## config.mk

```make
export PLATFORM = sky130hd
export DESIGN_NAME = dac_load_device_flat
export DESIGN_NICKNAME = d
export VERILOG_FILES = /design/src/dac_load_pkg.sv /design/src/dac_link_if.sv /design/src/dac_load_device.sv /design/src/flat_wrapper.sv
export VERILOG_INCLUDE_DIRS = /design/src
export SDC_FILE = /design/constraint.sdc
export NUM_CORES = 1
export LEC_CHECK = 0
export ABC_AREA = 0
export ABC_CLOCK_PERIOD_IN_PS = 1400
export BUFFER_PORTS_ARGS = -buffer_cell sky130_fd_sc_hd__buf_2
export CORE_UTILIZATION = 31
export DETAILED_ROUTE_END_ITERATION = 10
export GPL_TIMING_DRIVEN = 0
export PLACE_DENSITY = 0.47
export SYNTH_ARGS = -nofsm -noshare
export SYNTH_HDL_FRONTEND = slang
export SYNTH_SLANG_ARGS = --single-unit
```

## constraint.sdc

```tcl
create_clock -name clk -period 1.4 [get_ports clk]
set_input_delay 0.21 -clock clk [delete_from_list [all_inputs] [get_ports clk]]
set_output_delay 0.21 -clock clk [all_outputs]
set_load 0.005 [all_outputs]
```

## src/dac_load_defs.svh

```systemverilog
/*
 constants shared by both ends of the serial converter load link.
 assumes the includer wants text macros only; no logic here.
*/
// Behaviour
// - capture data on serial clock rising edges
// - sixteen bit words, most significant first
// - select rise with load low updates output
// - select rise with load high preloads only
// - load strobe low transfers input register
// - ignore clock and data while deselected
// - input register separate from converter register
// - serial clock no faster than 50 MHz
// - converter register zero at power up
// - top nibble thermometer, low twelve binary
// - code is straight unsigned binary
// - clear zeroes both, blocks load strobes
// - keep last sixteen bits shifted in
// - power up leaves input register uncleared
`ifndef DAC_LOAD_DEFS_SVH
`define DAC_LOAD_DEFS_SVH
`define DAC_WORD_BITS     16
`define DAC_SEG_BITS      4
`define DAC_SEG_COUNT     15
`define DAC_LADDER_BITS   12
`define DAC_CODE_ZERO     16'h0000
`define DAC_SCLK_MAX_MHZ  50
`define DAC_CLK_MHZ       250
// half period of the made serial clock, in system cycles; rounds up
`define DAC_SCLK_HALF     ((`DAC_CLK_MHZ + 2 * `DAC_SCLK_MAX_MHZ - 1) / (2 * `DAC_SCLK_MAX_MHZ))
`endif

```

## src/dac_load_pkg.sv

```systemverilog
/*
 types for the serial converter load link.
 assumes dac_load_defs.svh is on the include path.
*/
`include "dac_load_defs.svh"
package dac_load_pkg;
    typedef logic [`DAC_WORD_BITS-1:0] dac_word_t;
    typedef enum logic [1:0] {
        host_idle,
        host_shift,
        host_close,
        host_strobe
    } host_state_e;
endpackage : dac_load_pkg

```

## src/dac_link_if.sv

```systemverilog
/*
 pins between the serial controller and the converter front end.
 assumes both ends share nothing but these wires.
*/
interface dac_link_if;
    logic sclk;
    logic sdata;
    logic frame_select_n;
    logic load_output_n;
    logic clear_n;
    modport host (output sclk, output sdata, output frame_select_n,
                  output load_output_n, output clear_n);
    modport device (input sclk, input sdata, input frame_select_n,
                    input load_output_n, input clear_n);
endinterface : dac_link_if

```

## src/dac_load_device.sv

```systemverilog
/*
 converter front end: input shift register, converter register, switch decode.
 assumes link pins are asynchronous to clk; each is synchronised by two flops.
*/
`include "dac_load_defs.svh"
module dac_load_device
    import dac_load_pkg::*;
(
    input  wire logic                        clk,        // system clock
    input  wire logic                        rstn,       // power-on reset, sync low
    dac_link_if.device                       link,       // serial pins
    output      dac_word_t                   dac_code,   // converter register
    output      logic [`DAC_SEG_COUNT-1:0]   seg_sw,     // thermometer segments
    output      logic [`DAC_LADDER_BITS-1:0] ladder_sw   // binary ladder switches
);
    // bit order of the pin bank; the reset image below follows it
    localparam int                   PIN_SCLK  = 0;
    localparam int                   PIN_DATA  = 1;
    localparam int                   PIN_CS    = 2;
    localparam int                   PIN_LD    = 3;
    localparam int                   PIN_CLR   = 4;
    localparam int                   PIN_COUNT = 5;
    // idle pin levels, so that no false edge follows reset
    localparam logic [PIN_COUNT-1:0] PIN_IDLE  = 5'h1c;

    logic [PIN_COUNT-1:0]      pin_raw;
    logic [PIN_COUNT-1:0]      pin_meta;
    logic [PIN_COUNT-1:0]      pin_sync;
    logic [PIN_COUNT-1:0]      pin_last;
    logic                      sel_low;
    logic                      load_low;
    logic                      clear_low;
    logic                      sclk_rise;
    logic                      cs_rise;
    logic                      ld_fall;
    logic                      clr_fall;
    logic                      shift_en;
    logic                      load_req;
    dac_word_t                 shift_reg;
    dac_word_t                 next_shift;
    logic [`DAC_SEG_BITS-1:0]  top_nibble;
    logic [`DAC_SEG_COUNT-1:0] next_seg;

    assign pin_raw = {link.clear_n,
                      link.load_output_n,
                      link.frame_select_n,
                      link.sdata,
                      link.sclk};

    // two flops per pin; only the second one is read by logic
    genvar p;
    generate
        for (p = 0; p < PIN_COUNT; p++) begin : g_sync
            always_ff @(posedge clk) begin
                if (!rstn) begin
                    pin_meta[p] <= PIN_IDLE[p];
                    pin_sync[p] <= PIN_IDLE[p];
                end else begin
                    pin_meta[p] <= pin_raw[p];
                    pin_sync[p] <= pin_meta[p];
                end
            end
        end
    endgenerate

    always_ff @(posedge clk) begin
        if (!rstn) begin
            pin_last <= PIN_IDLE;
        end else begin
            pin_last <= pin_sync;
        end
    end

    assign sel_low   = ~pin_sync[PIN_CS];
    assign load_low  = ~pin_sync[PIN_LD];
    assign clear_low = ~pin_sync[PIN_CLR];
    assign sclk_rise = pin_sync[PIN_SCLK] & ~pin_last[PIN_SCLK];
    assign cs_rise   = pin_sync[PIN_CS] & ~pin_last[PIN_CS];
    assign ld_fall   = ~pin_sync[PIN_LD] & pin_last[PIN_LD];
    // clear acts on its falling edge; held low it only masks the strobe
    assign clr_fall  = ~pin_sync[PIN_CLR] & pin_last[PIN_CLR];
    assign shift_en  = sclk_rise & sel_low;
    // edge-driven so a load held low does not leak half-shifted words
    assign load_req  = (cs_rise & load_low) | ld_fall;

    always_comb begin
        next_shift = {shift_reg[`DAC_WORD_BITS-2:0], pin_sync[PIN_DATA]};
    end

    // no reset on purpose: contents undefined until loaded
    always_ff @(posedge clk) begin
        if (clr_fall) begin
            shift_reg <= `DAC_CODE_ZERO;
        end else if (shift_en) begin
            shift_reg <= next_shift;
        end
    end

    always_ff @(posedge clk) begin
        if (!rstn) begin
            dac_code <= `DAC_CODE_ZERO;
        end else if (clr_fall) begin
            dac_code <= `DAC_CODE_ZERO;
        end else if (load_req && !clear_low) begin
            dac_code <= shift_reg;
        end
    end

    // segment k on when top nibble exceeds k; unsigned code throughout
    assign top_nibble = dac_code[`DAC_WORD_BITS-1 -: `DAC_SEG_BITS];

    genvar k;
    generate
        for (k = 0; k < `DAC_SEG_COUNT; k++) begin : g_seg
            assign next_seg[k] = (top_nibble > 4'(k));
        end
    endgenerate

    always_ff @(posedge clk) begin
        if (!rstn) begin
            seg_sw <= '0;
        end else begin
            seg_sw <= next_seg;
        end
    end

    always_ff @(posedge clk) begin
        if (!rstn) begin
            ladder_sw <= '0;
        end else begin
            ladder_sw <= dac_code[`DAC_LADDER_BITS-1:0];
        end
    end
endmodule : dac_load_device

```

## src/flat_wrapper.sv

```systemverilog
// flat-port wrapper written by rule: the top's interface ports become plain ports
module dac_load_device_flat import dac_load_pkg::*;
  (clk, rstn, dac_code, seg_sw, ladder_sw, link_sclk, link_sdata, link_frame_select_n, link_load_output_n, link_clear_n);
  dac_link_if link_i ();
  input  wire logic clk;
  input  wire logic rstn;
  output      dac_word_t dac_code;
  output      logic [`DAC_SEG_COUNT-1:0] seg_sw;
  output      logic [`DAC_LADDER_BITS-1:0] ladder_sw;
  input wire logic [$bits(link_i.sclk)-1:0] link_sclk;
  input wire logic [$bits(link_i.sdata)-1:0] link_sdata;
  input wire logic [$bits(link_i.frame_select_n)-1:0] link_frame_select_n;
  input wire logic [$bits(link_i.load_output_n)-1:0] link_load_output_n;
  input wire logic [$bits(link_i.clear_n)-1:0] link_clear_n;
  assign link_i.sclk = link_sclk;
  assign link_i.sdata = link_sdata;
  assign link_i.frame_select_n = link_frame_select_n;
  assign link_i.load_output_n = link_load_output_n;
  assign link_i.clear_n = link_clear_n;
  dac_load_device u_core (.clk(clk), .rstn(rstn), .link(link_i), .dac_code(dac_code), .seg_sw(seg_sw), .ladder_sw(ladder_sw));
endmodule
```

Word-level counts from Yosys, hierarchy flattened:

Cells that the tools add are included.

* register bits: 74
* bits of input ports: 7
* output and inout bits: 43
* word-level logic and storage cells: 45

* order comparisons: 15
* bitwise gates (word level): 13
* reductions and logical operators: 2

Operators by type and width (number)
* 4-bit greater-than comparator, second input constant: 7
* 4-bit by 3-bit greater-than comparator with 1-bit output, second input constant: 4
* 4-bit by 1-bit greater-than comparator with 1-bit output, second input constant: 2
* 4-bit by 2-bit greater-than comparator with 1-bit output, second input constant: 2
* 1-bit AND: 6
* 1-bit NOT: 6
* 2-bit OR reduction: 1
* 1-bit logical AND: 1
* 1-bit OR: 1

Longest topological paths before layout:

* depth after elaboration: 5
* mapped depth: 5
* mapped depth without buffers: 3

Worst setup path before layout:

No wires, ideal clock.

* kind: flip-flop to flip-flop
* from: reg u_core.pin_last[0]
* to: reg u_core.shift_reg[0]
* library setup time: 0.132 ns
* arrival: 1.072 ns
* required time: 1.268 ns
* path slack: 0.196 ns
* stages on the path, launching flop included: 6
* buffers on the path: 2
* clock period less this slack: 1.204 ns
* cells stage by stage: dfxtp_1 or3b_1 clkbuf_2 buf_2 nand2_1 a21oi_1

* word-level cells in the longest chain between the ends: 3

Ends and longest elaborated chain
* start: declaration: line dac_load_device.sv:29 `logic [PIN_COUNT-1:0] pin_last;`
* start signal: assignment: line dac_load_device.sv:70 `pin_last <= pin_sync;`
* 1-bit NOT: line dac_load_device.sv:77 `assign sclk_rise = pin_sync[PIN_SCLK] & ~pin_last[PIN_SCLK];`
* 1-bit AND: line dac_load_device.sv:77
* 1-bit AND: line dac_load_device.sv:82 `assign shift_en = sclk_rise & sel_low;`
* end signal: assignment: line dac_load_device.sv:93 `` shift_reg <= `DAC_CODE_ZERO; ``
* end signal: assignment: line dac_load_device.sv:95 `shift_reg <= next_shift;`
* end: declaration: line dac_load_device.sv:39 `dac_word_t shift_reg;`

No other way between the ends.
A chain may end at the register's enable or synchronous reset.

Worst setup path after layout:

* from: reg u_core.pin_last[0]
* to: reg u_core.shift_reg[7]

The elaborated chain is that of the path after synthesis.

==> metrics.md <==
| Metric | Value |
|---|---|
| Status | complete, no violations |
| Critical hold path startpoint | link_clear_n |
| Metal3 WL | 221 microns |
| CTS Sinks | between 70 and 80 |
| Largest net degree at the start of global routing | 13 |
| Crit-path slowest cell | or3b_1 |
| Postcts setup bufs | 0 |
| Mapped Nets | 253 |
| Routed WL per cell | 12.07 microns |
| Routed WL | between 4000 and 5000 microns |
| Top delay family on crit path | simple AND/OR/NAND/NOR gates |
| CTS tree | built |
| Global route overflow | 0 |
| CTS Buf Count | 9 |
| Most frequent cells in the layout | dfxtp_1, buf_2, nand2_1, nand3_1, a21oi_1 |
| Fin crit period | around 1.3 ns |
| Area growth syn-to-layout | 24.49% |
| CP Cell Sequence | or3b_1 -> clkbuf_2 -> nand2_1 -> a21oi_1 |
| Max_cap viols | 0 |
| Setup crit start | u_core.pin_last[0] |
| Post-Syn Instances | approximately 250 |
| Area after DPL | approximately 0.0028 sq mm |
| Critical path type | register to register |
| Final setup TNS | 0 ns |
| Startpoint types | register |
| Synth Cell Area | between 0.002 and 0.0025 sq mm |
| Ant diodes | 0 |
| Die extent in y | around 91 microns |
| Met2 WL | between 2000 and 2500 microns |
| Fmax | between 0.7 and 0.8 GHz |
| DIE AREA | slightly above 0.008 sq mm |
| Final setup margin | around 0.14 ns |
| Filler instances | around 750 |
| Fin Clk Skew | approximately 0.0099 ns |
| DP Cell Count | roughly 390 |
| Critical path buffer and inverter count | 1 |
| Max Root-Sink Buffers | 2 |
| Commonest non-fill, non-tap cell in the layout | dfxtp_1 |
| Max Fanout on Critical Path | 16 |
| Highest routed layer | met4 |
| Max VDD drop | 605.0 uV |
| Final Setup Violations | 0 |
| Hold WC Path Type | primary input to register |
| Final net count | ~310 |
| Netlist cell types | 26 |
| IO Pins | 50 |
| Core area | 0.007408 sq mm |
| Total track usage | roughly 13% |
| Vias per inst | approximately 4.3 |
| Design area | between 0.003 and 0.004 sq mm |
| RSZ-0062 raised after global routing | no |
| First-pass GRT wire length | around 8200 microns |
| Site Rows | 31 |
| CTS Root Cell | clkbuf_8 |
| Endpoints failing hold | 0 |
| Tcrit/Tclk final | between 90% and 100% |
| Post-DP HPWL | around 3400 microns |
| Post-synthesis sequential area ratio | about three fifths |
| Clk slew on worst S/H paths | 0.08 ns |
| Final Max Slew Viols | 0 |
| Gpl congestion | 0.6925 |
| Initial core utilization | around a third |
| Mean Syn Cell Area | slightly below 10 sq um |
| Power Density | 1326 mW/mm^2 |
| Worst path max stage delay | ~0.36 ns |
| Critical Path AT | 1.47 ns |
| Number of synthesized register bits | 73 |
| Post-route DRC | 0 |
| Number of H-tree levels | 3 |
| Tot Pwr | ~4.0 mW |
| Worst-Margin Slew | around 0.5 ns |
| Worst r2r src | u_core.pin_last[0] |
| Relative slew margins | approximately two thirds |
| Clock Latency Late Sink | 0.34 ns |
| Yosys warnings | 0 |
| Post-Layout Cell Count | 409 |
| Crit path capture type | register |
| Initial antenna violation count | 0 |
| Routed Antenna Nets | 0 |
| Iter 0 DRT Violations | 34 |
| CP required | 1.61 ns |
| First-pass iteration count of the detailed router | 4 |
| Static leakage | 1.278 nW |
| Number of global-route vias before repair | 1633 |
| Setup WS pre-CTS | roughly 0.045 ns |
| Layout cells sized above 1 | about a quarter |
| Met1 Wirelength | roughly 2600 microns |
| Port Buffer Count | around 50 |
| Die W | 90.67 microns |
| Via count | approximately 1800 |
Yosys cell counts (all sizes together):
library cell,instances,area [sq um]
nor3,1,5.000
a21oi,18,90.09
nor2b,6,37.54
nor2,5,18.77
clkbuf,15,57.55
mux2i,16,160.2
o41a,1,11.26
o21a,2,15.01
or3b,1,8.760
a21o,1,7.510
buf,6,50.04
nand2,34,127.6
and3,3,18.77
a31o,1,8.760
a31oi,1,6.260
o211a,1,10.01
and2,17,106.4
nand3,32,160.2
dfxtp,73,1461
nor3b,1,12.51
inv,2,7.510
nand2b,9,56.30
kinds of logic after synthesis:
group / count (synthesis) / synth area share [%]
AO/OA/AOI/OAI: 25 / 6.109
buffers and inverters: 23 / 4.722
flip-flops: 73 / 59.96
multiplexers: 16 / 6.571
AND/OR/NAND/NOR: 109 / 22.64
layout make-up:
cell class / count / area [sq um] / share of cell area, %
multi-input combinational: 150 / 867.1 / 28.58
buffer: 20 / 107.6 / 3.546
timing repair buffer: 49 / 245.2 / 8.082
inverter: 2 / 7.507 / 0.2474
tap: 99 / 123.9 / 4.082
clock buffer: 11 / 141.4 / 4.660
clock inverter: 5 / 78.83 / 2.598
sequential: 73 / 1463 / 48.21
worst paths after layout:
path | end | slack, ns | cells after the start
hold reg to reg | u_core.pin_sync[4] | 0.41 | 1
hold / removal | u_core.pin_meta[4] | 0.05 | 2
setup reg to reg | u_core.shift_reg[7] | 0.14 | 4
setup / recovery | u_core.shift_reg[7] | 0.14 | 4
power by group:
| group | leakage [nW] | switching (mW) | total [mW] | internal (mW) |
|---|---|---|---|---|
| Sequential | 0.590 | 0.00652 | 2.10 | 2.09 |
| Combinational | 0.575 | 0.0661 | 0.106 | 0.0402 |
| Clock | 0.113 | 0.767 | 1.82 | 1.05 |
timing repair:
item / CTS / global route
endpoints found under the setup margin: 0 / 26
hold endpoints to repair: 0 / 0
hold buffers: 0 / 0
gates resized for setup: 0 / 10
through the flow:
stage | hold slack [ns] | utilization (%)
after floorplan | 0.3115 | -
after global placement | 0.3890 | 37.88
after detailed placement | 0.3938 | 37.88
after CTS | 0.03851 | 40.85
after global routing | 0.03795 | 40.96
final | 0.04807 | 40.96
per-layer routing:
layer,GRT usage [%],vias up
met2,18.06,33
met3,4.209,6
met4,5.242,0
met5,0,-
met1,17.50,798
li1,-,930
Note: power is estimated with default switching activity, not from simulation.
